$ cat src/rtl/bank_pkg.sv
// package: register map, field layout and fixed area decode of the bank address expander
package bank_pkg;
  // register indices; byte address on the register port is four times the index
  localparam logic [11:0] IDX_BANK_MAP_AREA_ZERO  = 12'h01d0;
  localparam logic [11:0] IDX_BANK_MAP_AREA_ONE   = 12'h01d1;
  localparam logic [11:0] IDX_BANK_MAP_AREA_TWO   = 12'h01d2;
  localparam logic [11:0] IDX_BANK_MAP_AREA_THREE = 12'h01d3;
  localparam logic [11:0] IDX_BANK_STATUS         = 12'h01d4;
  localparam int          REG_ADDR_W              = 12;
  localparam int          BYTE_SHIFT              = 2;

  // field layout of the four bank map registers
  localparam int         BANK_ENABLE_BIT = 7;
  localparam logic [7:0] MASK_AREA_ZERO  = 8'h87;
  localparam logic [7:0] MASK_AREA_ONE   = 8'h87;
  localparam logic [7:0] MASK_AREA_TWO   = 8'h87;
  localparam logic [7:0] MASK_AREA_THREE = 8'h9f;
  localparam logic [7:0] RESET_BANK_MAP  = 8'h00;

  // fixed logical windows, upper address byte
  localparam logic [3:0] AREA0_HI4       = 4'h1;    // 10..1f, 1 Mbyte banks
  localparam logic [2:0] AREA1_HI3       = 3'b010;  // 40..5f, 2 Mbyte banks
  localparam logic [2:0] AREA2_HI3       = 3'b110;  // c0..df, 2 Mbyte banks
  localparam logic [1:0] AREA3_HI2       = 2'b10;   // 80..bf, 4 Mbyte banks
  localparam int         AREA0_BANK_LSB  = 20;
  localparam int         AREA12_BANK_LSB = 21;
  localparam int         AREA3_BANK_LSB  = 22;

  // data rom devices behind the extended selects
  localparam int         ROM_SELECTS     = 6;
  localparam logic [2:0] ROM_GROUP_LAST  = 3'h5;

  // status register layout
  localparam int STAT_AREA_LSB = 0;
  localparam int STAT_HIT_BIT  = 4;

  function automatic logic [11:0] byte_addr(input logic [11:0] idx);
    byte_addr = {idx[9:0], 2'b00};
  endfunction : byte_addr
endpackage : bank_pkg

$ cat src/rtl/bank_address_expander.sv
// bank address expander: logical to physical address and extended chip selects
//
// Operation
// - four fixed local areas extend external memory to 136 Mbytes via bank numbers
// - drive two extended address bits and seven extended selects beyond base bus
// - program area c0..df, seven 2 Mbyte banks beside a common region
// - data rom area 80..bf, twenty-four 4 Mbyte banks
// - sdram area 40..5f, seven 2 Mbyte banks plus common region
// - data ram area 10..1f, seven 1 Mbyte banks plus common region
// - data rom banks served by six extended selects, 16 Mbyte each
// - logical window of every area is fixed in hardware
// - banked access puts the physical address from the bank setting on the pins
// - without bank programming the unit passes addresses through unchanged
// - after reset fetches go to the third chip select region
`timescale 1ns/1ps
module bank_address_expander (
  input  wire logic                            clk,                  // system clock
  input  wire logic                            arst_n,               // async reset, active low
  input  wire logic                            clk_en,               // freezes state when low
  input  wire logic [bank_pkg::REG_ADDR_W-1:0] reg_addr,             // register byte address
  input  wire logic [31:0]                     reg_wdata,            // register write data
  input  wire logic                            reg_wr,               // register write strobe
  input  wire logic                            reg_rd,               // register read strobe
  output logic      [31:0]                     reg_rdata,            // register read data
  input  wire logic [23:0]                     cpu_addr,             // logical address
  input  wire logic                            chip_select_first_n,  // controller select 0
  input  wire logic                            chip_select_second_n, // controller select 1
  input  wire logic                            chip_select_third_n,  // controller select 2
  input  wire logic                            chip_select_fourth_n, // controller select 3
  input  wire logic                            extra_select_region_n,// controller extra select
  output logic      [23:0]                     phys_addr,            // physical address pins
  output logic                                 ext_addr_bit_a,       // extended address bit 24
  output logic                                 ext_addr_bit_b,       // extended address bit 25
  output logic                                 cs_first_out_n,       // select 0 to memory
  output logic                                 cs_second_out_n,      // select 1 to memory
  output logic                                 cs_third_out_n,       // select 2 to memory
  output logic                                 cs_fourth_out_n,      // select 3 to memory
  output logic                                 ext_select_a_n,       // program rom select
  output logic                                 ext_select_b_n,       // data rom device 0
  output logic                                 ext_select_c_n,       // data rom device 1
  output logic                                 ext_select_d_n,       // data rom device 2
  output logic                                 ext_select_e_n,       // data rom device 3
  output logic                                 ext_select_f_n,       // data rom device 4
  output logic                                 ext_select_g_n,       // data rom device 5
  output logic                                 extra_select_out_n    // extra select to memory
);
  import bank_pkg::*;

  ////////////////////////////////////////////////////////////////////////////////
  // registers

  logic [7:0] cfg_area0, cfg_area1, cfg_area2, cfg_area3;
  logic [7:0] status;

  bank_reg_file u_regs (
    .clk       (clk),
    .arst_n    (arst_n),
    .clk_en    (clk_en),
    .reg_addr  (reg_addr),
    .reg_wdata (reg_wdata),
    .reg_wr    (reg_wr),
    .reg_rd    (reg_rd),
    .status_in (status),
    .reg_rdata (reg_rdata),
    .cfg_area0 (cfg_area0),
    .cfg_area1 (cfg_area1),
    .cfg_area2 (cfg_area2),
    .cfg_area3 (cfg_area3)
  );

  ////////////////////////////////////////////////////////////////////////////////
  // decode

  // one-hot data rom device from the top three bits of the bank number
  function automatic logic [ROM_SELECTS-1:0] rom_onehot(input logic [2:0] grp);
    rom_onehot = '0;
    if (grp <= ROM_GROUP_LAST) begin
      rom_onehot[grp] = 1'b1;
    end
  endfunction : rom_onehot

  logic [7:0]             ah;
  logic                   hit0, hit1, hit2, hit3;
  logic [23:0]            next_phys;
  logic [1:0]             next_ext;
  logic [ROM_SELECTS-1:0] next_rom_sel;
  logic                   next_sel_a;
  logic [7:0]             next_status;
  logic [3:0]             next_cs_n;
  logic                   next_extra_n;
  logic                   next_prog_n;
  logic [ROM_SELECTS-1:0] next_rom_n;

  assign ah = cpu_addr[23:16];

  // the windows are constants, nothing can move them
  always_comb begin
    hit0 = (ah[7:4] == AREA0_HI4) && cfg_area0[BANK_ENABLE_BIT];
    hit1 = (ah[7:5] == AREA1_HI3) && cfg_area1[BANK_ENABLE_BIT];
    hit2 = (ah[7:5] == AREA2_HI3) && cfg_area2[BANK_ENABLE_BIT];
    hit3 = (ah[7:6] == AREA3_HI2) && cfg_area3[BANK_ENABLE_BIT];
  end

  always_comb begin
    // default is plain pass-through, so an unprogrammed unit serves 16 Mbytes as is
    next_phys    = cpu_addr;
    next_ext     = 2'b00;
    next_rom_sel = '0;
    next_sel_a   = !chip_select_third_n;
    if (hit0) begin
      next_phys[AREA0_BANK_LSB +: 3] = cfg_area0[2:0];
    end
    if (hit1) begin
      next_phys[AREA12_BANK_LSB +: 3] = cfg_area1[2:0];
    end
    if (hit2) begin
      next_phys[AREA12_BANK_LSB +: 3] = cfg_area2[2:0];
    end
    if (hit3) begin
      // 5-bit bank spans bits 26..22; bit 26 is not brought out
      next_phys[AREA3_BANK_LSB +: 2] = cfg_area3[1:0];
      next_ext                       = cfg_area3[3:2];
      next_rom_sel                   = rom_onehot(cfg_area3[4:2]);
      next_sel_a                     = 1'b0;
    end
    next_status                     = 8'h00;
    next_status[STAT_AREA_LSB +: 4] = {hit3, hit2, hit1, hit0};
    next_status[STAT_HIT_BIT]       = hit0 | hit1 | hit2 | hit3;
    // controller selects are retimed but never gated: software keeps the whole decode
    next_cs_n    = {chip_select_fourth_n, chip_select_third_n,
                    chip_select_second_n, chip_select_first_n};
    next_extra_n = extra_select_region_n;
    next_prog_n  = !next_sel_a;
    next_rom_n   = ~next_rom_sel;
  end

  ////////////////////////////////////////////////////////////////////////////////
  // output registers

  // all pins retime together so address and selects stay aligned
  always_ff @(posedge clk or negedge arst_n) begin
    if (!arst_n) begin
      phys_addr          <= 24'h00_0000;
      ext_addr_bit_a     <= 1'b0;
      ext_addr_bit_b     <= 1'b0;
      cs_first_out_n     <= 1'b1;
      cs_second_out_n    <= 1'b1;
      cs_third_out_n     <= 1'b1;
      cs_fourth_out_n    <= 1'b1;
      ext_select_a_n     <= 1'b1;
      ext_select_b_n     <= 1'b1;
      ext_select_c_n     <= 1'b1;
      ext_select_d_n     <= 1'b1;
      ext_select_e_n     <= 1'b1;
      ext_select_f_n     <= 1'b1;
      ext_select_g_n     <= 1'b1;
      extra_select_out_n <= 1'b1;
      status             <= 8'h00;
    end else if (clk_en) begin
      phys_addr          <= next_phys;
      ext_addr_bit_a     <= next_ext[0];
      ext_addr_bit_b     <= next_ext[1];
      cs_first_out_n     <= next_cs_n[0];
      cs_second_out_n    <= next_cs_n[1];
      cs_third_out_n     <= next_cs_n[2];
      cs_fourth_out_n    <= next_cs_n[3];
      ext_select_a_n     <= next_prog_n;
      ext_select_b_n     <= next_rom_n[0];
      ext_select_c_n     <= next_rom_n[1];
      ext_select_d_n     <= next_rom_n[2];
      ext_select_e_n     <= next_rom_n[3];
      ext_select_f_n     <= next_rom_n[4];
      ext_select_g_n     <= next_rom_n[5];
      extra_select_out_n <= next_extra_n;
      status             <= next_status;
    end
  end

  logic [5:0] rom_pins_n;
  assign rom_pins_n = {ext_select_g_n, ext_select_f_n, ext_select_e_n,
                       ext_select_d_n, ext_select_c_n, ext_select_b_n};
endmodule : bank_address_expander

$ cat src/rtl/bank_reg_file.sv
// bank map registers and status readback on the plain register port
`timescale 1ns/1ps
module bank_reg_file (
  input  wire logic                            clk,          // system clock
  input  wire logic                            arst_n,       // async reset, active low
  input  wire logic                            clk_en,       // freezes all state when low
  input  wire logic [bank_pkg::REG_ADDR_W-1:0] reg_addr,     // byte address
  input  wire logic [31:0]                     reg_wdata,    // write data, low byte used
  input  wire logic                            reg_wr,       // write strobe
  input  wire logic                            reg_rd,       // read strobe
  input  wire logic [7:0]                      status_in,    // live block state
  output logic      [31:0]                     reg_rdata,    // read data, cycle after strobe
  output logic      [7:0]                      cfg_area0,    // data ram area map
  output logic      [7:0]                      cfg_area1,    // sdram area map
  output logic      [7:0]                      cfg_area2,    // program area map
  output logic      [7:0]                      cfg_area3     // data rom area map
);
  import bank_pkg::*;

  logic [7:0]  next_area0, next_area1, next_area2, next_area3;
  logic [31:0] next_rdata;

  always_comb begin
    next_area0 = cfg_area0;
    next_area1 = cfg_area1;
    next_area2 = cfg_area2;
    next_area3 = cfg_area3;
    next_rdata = 32'h0000_0000;
    if (reg_wr) begin
      // reserved bits never store, so they read back as zero
      case (reg_addr)
        byte_addr(IDX_BANK_MAP_AREA_ZERO):  next_area0 = reg_wdata[7:0] & MASK_AREA_ZERO;
        byte_addr(IDX_BANK_MAP_AREA_ONE):   next_area1 = reg_wdata[7:0] & MASK_AREA_ONE;
        byte_addr(IDX_BANK_MAP_AREA_TWO):   next_area2 = reg_wdata[7:0] & MASK_AREA_TWO;
        byte_addr(IDX_BANK_MAP_AREA_THREE): next_area3 = reg_wdata[7:0] & MASK_AREA_THREE;
        default: ;
      endcase
    end
    if (reg_rd) begin
      case (reg_addr)
        byte_addr(IDX_BANK_MAP_AREA_ZERO):  next_rdata = {24'h00_0000, cfg_area0};
        byte_addr(IDX_BANK_MAP_AREA_ONE):   next_rdata = {24'h00_0000, cfg_area1};
        byte_addr(IDX_BANK_MAP_AREA_TWO):   next_rdata = {24'h00_0000, cfg_area2};
        byte_addr(IDX_BANK_MAP_AREA_THREE): next_rdata = {24'h00_0000, cfg_area3};
        byte_addr(IDX_BANK_STATUS):         next_rdata = {24'h00_0000, status_in};
        default:                            next_rdata = 32'h0000_0000;
      endcase
    end
  end

  always_ff @(posedge clk or negedge arst_n) begin
    if (!arst_n) begin
      cfg_area0 <= RESET_BANK_MAP;
      cfg_area1 <= RESET_BANK_MAP;
      cfg_area2 <= RESET_BANK_MAP;
      cfg_area3 <= RESET_BANK_MAP;
      reg_rdata <= 32'h0000_0000;
    end else if (clk_en) begin
      cfg_area0 <= next_area0;
      cfg_area1 <= next_area1;
      cfg_area2 <= next_area2;
      cfg_area3 <= next_area3;
      reg_rdata <= next_rdata;
    end
  end
endmodule : bank_reg_file

$ cat config.mk
export PLATFORM = sky130hd
export DESIGN_NAME = bank_address_expander
export DESIGN_NICKNAME = d
export VERILOG_FILES = /design/src/rtl/bank_pkg.sv /design/src/rtl/bank_address_expander.sv /design/src/rtl/bank_reg_file.sv
export SDC_FILE = /design/constraint.sdc
export NUM_CORES = 1
export LEC_CHECK = 0
export BUFFER_PORTS_ARGS = -buffer_cell sky130_fd_sc_hd__buf_4
export CAP_MARGIN = 5
export CORE_UTILIZATION = 43
export CTS_BUF_LIST = sky130_fd_sc_hd__clkbuf_4
export DETAILED_ROUTE_END_ITERATION = 16
export PLACE_DENSITY_LB_ADDON = 0.08
export SYNTH_ARGS = -nofsm -noshare
export SYNTH_HDL_FRONTEND = slang
export SYNTH_SLANG_ARGS = --single-unit
$ cat constraint.sdc
create_clock -name clk -period 1.3 [get_ports clk]
set_input_delay 0.13 -clock clk [delete_from_list [all_inputs] [get_ports clk]]
set_output_delay 0.13 -clock clk [all_outputs]
set_load 0.05 [all_outputs]
; Word level (Yosys, flattened, before mapping)
; Cells that the tools add are included.
[totals]
rom_bits = 0
n_memories = 0
mem_bits_rw = 0
register_bits = 93
out_inout_bits = 70
in_bits = 78
latchBits = 0
[op_classes]
multipliers = 0
muxes = 12
n_reduce_logical = 11
n_shift = 0
eq_ne = 9
bitwise = 4
order_cmp = 3
n_div = 0
n_addsub = 0
[ops]
columns = cell, count
row1 = equality test 12 x 11 -> 1 bit (second input constant), 5
row2 = case mux 8 bit (5 select lines), 1
row3 = 2-to-1 mux 32 bit, 1
row4 = 2-to-1 mux 6 bit, 2
row5 = AND reduction 3 bit, 4
row6 = 2-to-1 mux 3 bit, 3
row7 = inverter 6 bit, 1
row8 = logical AND 1 bit, 5
row9 = equality test 4 x 1 -> 1 bit (second input constant), 1
row10 = < comparator 3 x 4 -> 1 bit (second input constant), 1
row11 = 2-to-1 mux 2 bit, 2
row12 = demux 1 bit (select 3 bit), 1
row13 = equality test 3 x 2 -> 1 bit (second input constant), 1
row14 = equality test 3 bit (second input constant), 1
row15 = >= comparator 3 x 1 -> 1 bit (second input constant), 1
row16 = <= comparator 3 bit (second input constant), 1
row17 = OR 1 bit, 3
row18 = equality test 2 bit (second input constant), 1
row19 = logical NOT 1 bit, 2
row20 = 2-to-1 mux 1 bit, 2

; Logic depth before layout (Yosys ltp)
; Gate-level depths: netlist of the first run.
[depth]
depth_word = 7
ltp_mapped = 5
mapped_depth_nobuf = 4

; Hierarchy
; Synthesis of the first run repeated with hierarchy kept, for this count alone.
[hier_totals]
cells_unflattened = 298
area_unflattened_um2 = 3437.0
[by_module_without_submodules]
columns = mod, cells_per_inst, area_per_inst_um2, seq_area_each_um2, n_inst
row1 = bank_address_expander, 140, 1804.2, 1091.0, 1
row2 = bank_reg_file, 158, 1632.8, 650.6, 1

; Worst setup path before layout of the first run
; Ideal clock, no wire load.
[synth_timing]
path_kind = input-to-reg
start = input clk_en
end = register u_regs.cfg_area3[0]
t_required_ps = 1175
setup_time_ps = 125
t_arrival_ps = 1309
slack_ps = -134
stages = 5
n_path_buf = 1
path_cell_list = buf_4 > and4bb_4 > nand4_4 > nor2_1 > mux2_2
[synth_via]
elab_chain_len = 1
[synth_rtl]
columns = element, line
row1 = from (decl), bank_address_expander.sv:19  ; input wire logic clk_en,
row2 = AND reduction 3 bit (no line), --
row3 = to (signal assigned), bank_reg_file.sv:62  ; cfg_area3 <= next_area3;
row4 = to (decl), bank_reg_file.sv:16  ; output logic [7:0] cfg_area3
; No other way between the ends.
; A chain may end at the register's enable or synchronous reset.

; Final worst setup path of the first run
[layout_timing]
start = input cpu_addr[20]
end = register phys_addr[22]
[layout_via]
elab_chain_len = 6
[layout_rtl]
columns = element, line
row1 = from (decl), bank_address_expander.sv:25  ; input wire logic [23:0] cpu_addr,
row2 = equality test 4 x 1 -> 1 bit, bank_address_expander.sv:98  ; hit0 = (ah[7:4] == AREA0_HI4) && cfg_area0[BANK_ENABLE_BIT];
row3 = logical AND 1 bit, bank_address_expander.sv:98
row4 = 2-to-1 mux 3 bit, bank_address_expander.sv:110  ; if (hit0) begin
row5 = 2-to-1 mux 3 bit, bank_address_expander.sv:113  ; if (hit1) begin
row6 = 2-to-1 mux 3 bit, bank_address_expander.sv:116  ; if (hit2) begin
row7 = 2-to-1 mux 2 bit, bank_address_expander.sv:119  ; if (hit3) begin
row8 = to (signal assigned), bank_address_expander.sv:160  ; phys_addr <= next_phys;
row9 = to (decl), bank_address_expander.sv:31  ; output logic [23:0] phys_addr,
; No other way between the ends.

==> results.md, run 1 <==
- Status: complete, but fails checks
- Failing checks: setup timing
- CTS tree: yes
- Row count: 30
- Clock root buffer: clkbuf_4
- CTS Buffer Depth: 2
- Startpoint class of the critical path: primary input
- Slowest cell on crit path: dlygate4sd3_1
- Die area: between 7000 and 8000 µm²
- Cell Pwr Density: approximately 1100 nW/µm²
- DRC Markers: 0
- M1 WL: around 3200 µm
- Fmax: between 700 and 800 MHz
- DP HPWL: approximately 5400 µm
- WP buf/inv: 2
- Core region area: just under 7000 µm²
- RSZ-0062 raised after global routing: yes
- HP Class: primary input to flip-flop
- Fin. max-slew vios: 0
- WL final: between 7000 and 8000 µm
- Post-synth ARST share: 100.0%
- Most frequent cells in the layout: buf_4 (105), dfrtp_1 (55), mux2_2 (41)
- Yosys warnings: 0
- Routed length on met2: 3853 µm
- Critical path fanouts, max: 3
- Ports: 148
- Final GP Congestion: between 0.8 and 0.9
- Setup TNS: -0.001089 ns
- Initial DRC count: 92
- Skew-Pair Late Insertion Delay: approximately 0.42 ns
- Inserted Clock Buffers: 9
- Finished Core Util: between 60% and 70%
- Crit path max-delay family: buffers and inverters
- Endpoint type of the worst setup path: flip-flop
- Tmin final: 1.301 ns
- Largest net degree at the start of global routing: 29
- Cell area after synthesis: between 3000 and 4000 µm²
- Flip-flop and latch area: around 1700 µm²
- Worst vdd ir: 0.5601 mV
- Reg2reg setup slack: approximately 0.01 ns
- Die Wd: just under 90 µm
- Placed Cells: 447
- First-pass GRT wire length: between 10000 and 15000 µm
- Total power: slightly below 0.005 W
- EDFF count, synth: 0
- Area taken by multi-input logic gates: approximately 1300 µm²
- Top cell type's share of synthesized area: roughly 44%
- # setup viols final: 1
- Initial antenna violation count: 0
- Vias in the first global route: ~2.4k
- All-Layer GR Usage: 21.54%
- NumNets Final: between 400 and 500
- Clk sinks: 67
- Top cells by area, synth: dfrtp_1 (44%), mux2_2 (15%), dfstp_2 (10%), buf_4 (6.5%), nor2_1 (2.0%)
- Number of synthesized register bits: 67
- Setup CP Type: primary input to flip-flop
- CP required: between 1.5 and 2 ns
- Fillers: between 500 and 600
- Cells after Synth: about 240
- Clk pin slew, worst setup/hold paths: ~0.1 ns
- Share of layout cells above drive strength 1: between 50% and 60%
- Leakage power total: 2.244 nW
- Final Non-Filler Cells: around 500
- Hold Vio Cnt, Final: 0
- Die height: between 80 and 90 µm
- Drt pass-1 iters: 4
- Syn avg cell area: roughly 13 µm²
- Metal3 WL: around 420 µm
- Diodes inserted: 0
- Main synth FF type: dfrtp_1
- Initial Util: 45.18%
- Tcrit/Tclk final: 100.1%
- CP cell instances: dlygate4sd3_1, buf_4, nor4bb_4, and2_1, a21oi_1, o41ai_1
- Via/cell ratio: between 4 and 5
- ANT nets after route: 0
- Port bufs: between 90 and 100
- Routed vias: ~2.4k
- Worst setup margin: -0.001089 ns
- Max H-tree Level: 3
- DR WL/cell: about 15 µm
- Commonest non-fill, non-tap cell in the layout: buf_4
- GRT Residual Overflow: 0
- Clock Skew: 0.01449 ns
- Largest area contributor in the netlist: dfrtp_1
- Area growth syn-to-layout: 47.67%
- Sequential-to-total area share from yosys stat: approximately 54%
- Max layer used: met4
- Unique cell type count in the Yosys netlist: 46
- CP max stage delay: ~0.53 ns
- Max Cap Violations: 0
- WP data arrival: 1.61 ns
-- path summary, 6_finish.rpt --
kind	startpoint	endpoint	cells past startpoint
max	cpu_addr[20]	phys_addr[22]$_DFFE_PN0P_	6
min	cpu_addr[21]	phys_addr[21]$_DFFE_PN0P_	3
max reg2reg	u_regs.cfg_area1[7]$_DFFE_PN0P_	phys_addr[22]$_DFFE_PN0P_	3
min reg2reg	cs_third_out_n$_DFFE_PN1P_	cs_third_out_n$_DFFE_PN1P_	2
max in group asynchronous	arst_n	cs_second_out_n$_DFFE_PN1P_	3
min in group asynchronous	arst_n	status[4]$_DFFE_PN0P_	2
-- cell usage after synthesis, drive strengths merged, types with 3 or more instances --
library cell / count
a221o: 4
nor2b: 4
a21oi: 3
buf: 27
a22o: 4
a31oi: 3
dfrtp: 55
inv: 10
mux2: 45
a2bb2oi: 3
nand4: 3
nor2: 17
o21ai: 3
mux2i: 3
dfstp: 12
a21o: 3
clkbuf: 7
nand2: 6
-- registers in the layout (all words and copies together), names as in the netlist, 4 cells and up --
name / cells
u_regs.cfg_area3: 6
u_regs.cfg_area1: 4
phys_addr: 24
status: 5
u_regs.cfg_area2: 4
u_regs.reg_rdata: 6
u_regs.cfg_area0: 4
-- tightest hold or removal path, cell delays in order --
cell      delay, ns
buf_4          0.10
a211oi_1       0.06
o41ai_2        0.21
-- timing repair --
action / 4_1_cts / 5_1_grt
pin swaps: 1 / 1
resized for setup: 17 / 12
cloned: 0 / 0
setup endpoints to repair: 17 / 17
buffers inserted: 0 / 2
hold endpoints to repair: 108 / 0
hold buffers: 33 / 0
-- kinds of logic after synthesis --
family / Yosys count / synth area share [%]
mux: 49 / 18.40
compound gates: 34 / 8.581
simple gates: 49 / 10.14
buf+inv: 44 / 8.541
other cells: 1 / 0.1202
flops: 67 / 54.21
-- report_power, final --
part	switching [W]	internal [W]	leakage, nW
registers	0.0000546	0.00219	0.840
logic	0.000722	0.000436	1.32
clock network	0.000739	0.000786	0.0815
-- through the flow --
stage,setup slack (ns),hold WS [ns],cell area (µm²)
6_report,-0.001089,0.1138,4608
5_1_grt,-0.06553,0.1176,4608
4_1_cts,-0.01572,0.09925,4546
3_5_place_dp,-0.3216,0.07692,3989
3_3_place_gp,-0.2827,0.07269,3989
2_1_floorplan,-0.09925,-0.1656,3222
-- metal layers --
metal / vias up / GRT usage [%]
met5: - / 0
met4: 0 / 8.644
met3: 16 / 5.498
met2: 102 / 35.36
met1: 1174 / 27.32
li1: 1138 / -
-- cell type report --
cell class	count	share of cell area (%)
sequential	67	36.71
clock inverter	6	1.738
multi-input combinational	158	27.97
tap	96	2.607
inverter	10	0.8146
clock buffer	10	1.629
timing repair buffer	151	28.54
Note: power is estimated with default switching activity, not from simulation.
==> run 2: changes to the inputs <==
CORE_UTILIZATION = 45   (was 43)
clock period = 1.6 ns   (was 1.3 ns; I/O delays follow)
==> results.md, run 2 (synthesis results as in run 1) <==
- Initial DRC count: 101 (+9.8%)
- WHS Endpoint: phys_addr[20]$_DFFE_PN0P_
- Largest net degree at the start of global routing: 36 (+24%)
- CP cell instances: nor4bb_2, and2_1, a21oi_1, o41ai_1
- RSZ-0062 raised after global routing: no
- Worst Hold Depth: 3 (unchanged)
- Sw frac: 32.25% (+1.5 points)
- Finished Core Util: 66.80% (+0.080 points)
- Critical R2R Launch: u_regs.cfg_area0[7]$_DFFE_PN0P_
- Clock network fraction of design power: 28.6% (-2.3 points)
- Max Cap Violations: 0 (unchanged)
- Initial Util: 47.78% (+2.6 points)
- Area growth syn-to-layout: 39.82%
- Skew-Pair Late Insertion Delay: 0.42 ns (about the same)
- Largest regs: phys_addr (24), u_regs.cfg_area3 (6), u_regs.reg_rdata (6)
- CTS Buffer Depth: 2 (unchanged)
- Routed vias: 2368 (-2.6%)
- Leakage power total: 2.139 nW (-4.7%)
- R2R Path End: phys_addr[22]$_DFFE_PN0P_
- Logic pwr share: 23.6% (about the same)
- HP Class: primary input to flip-flop
- # Post-CTS Setup Buffers: 0 (unchanged)
- CTS tree: yes
- Sequential cell fraction of total power: 47.8% (+2.2 points)
- Endpoint type of the worst setup path: flip-flop
- Tmin final: 1.454 ns
- CP required: 1.90 ns (+0.29 ns)
- Worst setup margin: 0.1458 ns (+0.1469 ns)
- Hold Vio Cnt, Final: 0 (unchanged)
- Reg2reg setup slack: 0.15 ns (+0.14 ns)
- Critical path fanouts, max: 3 (unchanged)
- Share of layout cells above drive strength 1: 48.59% (-1.9 points)
- Die Wd: 85.28 µm (-2.2%)
- Status: complete, no violations
- Max FFs per register: 24 (unchanged)
- Final Non-Filler Cells: 468 (-6.0%)
- WL final: 7114 µm (-6.5%)
- # setup viols final: 0 (-1)
- Clock Skew: 0.01609 ns (+0.001603 ns)
- DR WL/cell: 15.20 µm (-0.49%)
- Row count: 29 (-3.3%)
- Vias in the first global route: 2248 (-5.8%)
- Diodes inserted: 0 (unchanged)
- Critical Path Source: u_regs.cfg_area0[7]$_DFFE_PN0P_
- Clk pin slew, worst setup/hold paths: 0.10 ns (about the same)
- Drt pass-1 iters: 4 (unchanged)
- Port bufs: 95 (unchanged)
- Die area: 7272 µm² (-4.3%)
- Core region area: 6531 µm² (-5.4%)
- Clock root buffer: clkbuf_4
- DP HPWL: 5030 µm (-6.7%)
- WP buf/inv: 0 (-2)
- Clk sinks: 67 (unchanged)
- Final GP Congestion: 0.8586 (+0.30%)
- Commonest non-fill, non-tap cell in the layout: buf_4
- Most frequent cells in the layout: buf_4 (107), dfrtp_1 (55), mux2_2 (41)
- Fmax: 687.7 MHz
- NumNets Final: 464 (-2.3%)
- Die height: 85.28 µm (-2.2%)
- DP Worst Slack: -0.008365 ns (+0.3132 ns)
- Max H-tree Level: 3 (unchanged)
- DRC Markers: 0 (unchanged)
- Switch Pwr: 0.001229 W (-19%)
- Placed Cells: 420 (-6.0%)
- ANT nets after route: 0 (unchanged)
- Crit path max-delay family: simple AND/OR/NAND/NOR gates
- GRT Residual Overflow: 0 (unchanged)
- Fillers: 512 (-4.5%)
- Fin. max-slew vios: 0 (unchanged)
- Total power: 0.003810 W (-23%)
- Cell Pwr Density: 873.2 nW/µm² (-18%)
- Reg2Reg Depth: 4 (+1)
- Ports: 148 (unchanged)
- Largest reg by FF count: phys_addr
- Startpoint class of the critical path: flip-flop
- WP data arrival: 1.76 ns (+0.15 ns)
- Via/cell ratio: 5.060 (+3.7%)
- All-Layer GR Usage: 21.18% (-0.36 points)
- Inserted Clock Buffers: 9 (unchanged)
- Tcrit/Tclk final: about 91%
- Cell Int Power: 0.002581 W (-24%)
- First-pass GRT wire length: 11450 µm (-4.0%)
- Worst hold start: cpu_addr[20]
- Slowest cell on crit path: dfrtp_1
- CP max stage delay: 0.39 ns (-0.14 ns)
- Initial antenna violation count: 0 (unchanged)
- Setup CP Type: flip-flop to flip-flop
- Worst vdd ir: 0.5517 mV (-1.5%)
==> run 2: area by class of cell <==
cell class,instances,area [µm²],area share (%)
sequential,67,1692,38.77
timing repair buffer,140,1144,26.21
clock buffer,10,75.07,1.721
multi-input combinational,158,1262,28.94
clock inverter,6,56.30,1.291
inverter,10,37.54,0.8603
tap,77,96.34,2.208
==> run 2: how the worst max path moves through the flow <==
| stage | cells after the start | slack [ns] | to |
|---|---|---|---|
| final | 4 | 0.15 | phys_addr[22]$_DFFE_PN0P_ |
| after global routing | 4 | 0.03 | phys_addr[22]$_DFFE_PN0P_ |
| after CTS | 4 | 0.05 | phys_addr[22]$_DFFE_PN0P_ |
| after detailed placement | 6 | -0.008 | u_regs.cfg_area2[2]$_DFFE_PN0P_ |
| after global placement | 6 | 0.01 | u_regs.cfg_area2[0]$_DFFE_PN0P_ |
| after floorplan | 5 | 0.14 | u_regs.cfg_area3[0]$_DFFE_PN0P_ |
==> run 2: worst min-delay path, cell delays in order <==
cell and delay [ns]:
buf_4 0.09, o211ai_1 0.07, o21ai_0 0.07
==> run 2: power groups by stage <==
stage / clock network, W / logic (W) / registers [W]
5_1_grt: 0.00119 / 0.000946 / 0.00183
6_report: 0.00109 / 0.000897 / 0.00182
3_5_place_dp: 0 / 0.000837 / 0.00186
2_1_floorplan: 0 / 0.000317 / 0.00212
3_3_place_gp: 0 / 0.000830 / 0.00185
4_1_cts: 0.00110 / 0.000894 / 0.00182
==> run 2: what timing repair did <==
item,4_1_cts,5_1_grt
resized for setup,0,1
hold endpoints to repair,63,5
endpoints found under the setup margin,0,1
hold buffers,29,3
==> run 2: layer usage <==
layer,routed length (µm),track usage [%]
met1,3228,28.92
met2,3412,32.92
met3,361,4.767
met4,112,8.636
met5,0,0
==> run 2: metrics by stage <==
stage	hold WS (ns)	area, µm²	setup TNS [ns]
after floorplan	-0.1356	3214	0
after global placement	0.1295	3905	0
after detailed placement	0.1320	3905	-0.008833
after CTS	0.002357	4327	0
after global routing	0.003865	4363	0
final	0.02618	4363	0
==> run 3: changes to the inputs <==
GPL_ROUTABILITY_DRIVEN = 0   (was unset)
RECOVER_POWER = 25   (was unset)
==> results.md, run 3 (synthesis results as in run 1) <==
- Status: complete, no violations
- Finished Core Util: 66.76% (about the same)
- Initial DRC count: 119 (+18%)
- Largest net degree at the start of global routing: 36 (unchanged)
- Max H-tree Level: 3 (unchanged)
- Clk pin slew, worst setup/hold paths: 0.10 ns (about the same)
- Die area: 7272 µm² (unchanged)
- Via/cell ratio: 5.071 (+0.21%)
- ANT nets after route: 0 (unchanged)
- # Post-CTS Setup Buffers: 0 (unchanged)
- Placed Cells: 420 (unchanged)
- CP cell instances: nor4bb_2, and2_1, a21oi_1, o41ai_1
- Setup CP Type: flip-flop to flip-flop
- First-pass GRT wire length: 11450 µm (unchanged)
- Relative slew slack: 43.90%
- Port bufs: 95 (unchanged)
- CTS tree: yes
- Ports: 148 (unchanged)
- Worst hold margin: 0.03081 ns (+0.004630 ns)
- Die Wd: 85.28 µm (unchanged)
- Clk sinks: 67 (unchanged)
- Skew-Pair Late Insertion Delay: 0.42 ns (about the same)
- Commonest non-fill, non-tap cell in the layout: buf_4
- Reg2Reg Depth: 4 (unchanged)
- All-Layer GR Usage: 21.18% (unchanged)
- Die height: 85.28 µm (unchanged)
- RSZ-0062 raised after global routing: no
- # setup viols final: 0 (unchanged)
- DRC Markers: 0 (unchanged)
- Finished Cell Area: 4360 µm² (about the same)
- Largest reg by FF count: phys_addr
- Clock Skew: 0.01473 ns (-0.001355 ns)
- WP data arrival: 1.75 ns (about the same)
- Largest regs: phys_addr (24), u_regs.cfg_area3 (6), u_regs.reg_rdata (6)
- Fin. max-slew vios: 0 (unchanged)
- Max FFs per register: 24 (unchanged)
- Initial antenna violation count: 0 (unchanged)
- CP required: 1.90 ns (about the same)
- Max Cap Violations: 0 (unchanged)
- Inserted Clock Buffers: 9 (unchanged)
- Clock root buffer: clkbuf_4
- Area growth syn-to-layout: 39.74% (about the same)
- Final Non-Filler Cells: 468 (unchanged)
- Cell Pwr Density: 872.0 nW/µm² (-0.14%)
- CTS Buffer Depth: 2 (unchanged)
- DR WL/cell: 15.15 µm (-0.37%)
- WL final: 7088 µm (-0.37%)
- Row count: 29 (unchanged)
- DP HPWL: 5030 µm (unchanged)
- Endpoint type of the worst setup path: flip-flop
- Hold Vio Cnt, Final: 0 (unchanged)
- Startpoint class of the critical path: flip-flop
- Worst Hold Depth: 3 (unchanged)
- Vias in the first global route: 2248 (unchanged)
- Area taken by multi-input logic gates: 1262 µm² (unchanged)
- Worst vdd ir: 0.5518 mV (about the same)
- Leakage power total: 2.137 nW (about the same)
- Fmax: 690.7 MHz (+0.44%)
- Tcrit/Tclk final: 90.49% (-0.40 points)
- Share of layout cells above drive strength 1: 48.08% (-0.51 points)
- Initial Util: 47.78% (unchanged)
- Flip-flop and latch area: 1692 µm² (unchanged)
- NumNets Final: 464 (unchanged)
- Drt pass-1 iters: 4 (unchanged)
- Diodes inserted: 0 (unchanged)
- Fillers: 513 (+0.20%)
- Routed vias: 2373 (+0.21%)
- HP Class: primary input to flip-flop
- Worst slew pin tran: 0.8416 ns
- Critical path fanouts, max: 3 (unchanged)
- Core region area: 6531 µm² (unchanged)
- Tmin final: 1.448 ns (-0.006360 ns)
- Setup TNS: 0 ns (unchanged)
- Placed inst area: 3905 µm² (unchanged)
- CP max stage delay: 0.39 ns (about the same)
- GRT Residual Overflow: 0 (unchanged)
- Slowest cell on crit path: dfrtp_1
- Most frequent cells in the layout: buf_4 (106), dfrtp_1 (55), mux2_2 (41)
[run 3: changes by cell type in the layout (fill, tap and decap cells not counted)]
cell	before	now
clkbuf_2	0	1
dfstp_1	0	2
dfstp_2	12	10
buf_4	107	106
[run 3: report_power, final]
group / internal [W] / total [W] / switching [W]
clock: 0.000481 / 0.00108 / 0.000604
combinational: 0.000318 / 0.000896 / 0.000578
sequential: 0.00178 / 0.00182 / 0.0000417
[run 3: metrics by stage]
step	power [W]	setup slack (ns)
after global routing	0.003964	0.02917
final	0.003802	0.1522
after floorplan	0.002436	0.1365
after CTS	0.003819	0.04995
after detailed placement	0.002693	-0.008365
after global placement	0.002680	0.009813
[run 3: cell type report]
| cell class | count | area share (%) |
|---|---|---|
| tap | 77 | 2.209 |
| inverter | 10 | 0.8608 |
| multi-input combinational | 158 | 28.95 |
| timing repair buffer | 140 | 26.17 |
| sequential | 67 | 38.79 |
| clock inverter | 6 | 1.291 |
| clock buffer | 10 | 1.722 |
[run 3: per-layer routing]
metal / part of all wire [%] / track usage, % / up-vias
met4: 1.6 / 8.636 / 0
met3: 5.6 / 4.767 / 10
met2: 48 / 32.92 / 88
met5: 0 / 0 / -
met1: 45 / 28.92 / 1158
li1: - / - / 1117
[run 3: timing repair]
item / CTS / global route
gates resized for setup: 0 / 1
hold endpoints to repair: 63 / 5
endpoints found under the setup margin: 0 / 1
hold buffers: 29 / 3
[run 3: path summary, 6_finish.rpt]
path | startpoint | to | slack (ns)
min in group asynchronous | arst_n | phys_addr[5]$_DFFE_PN0P_ | 0.36
max | u_regs.cfg_area0[7]$_DFFE_PN0P_ | phys_addr[22]$_DFFE_PN0P_ | 0.15
min | cpu_addr[20] | phys_addr[20]$_DFFE_PN0P_ | 0.03
max in group asynchronous | arst_n | extra_select_out_n$_DFFE_PN1P_ | 0.49
max reg2reg | u_regs.cfg_area0[7]$_DFFE_PN0P_ | phys_addr[22]$_DFFE_PN0P_ | 0.15
min reg2reg | cs_third_out_n$_DFFE_PN1P_ | cs_third_out_n$_DFFE_PN1P_ | 0.48
[run 3: critical path, delay by kind of cell (launching register included)]
family          cells  cell delay, ns
flops               1            0.39
simple gates        2            0.63
compound gates      2            0.32
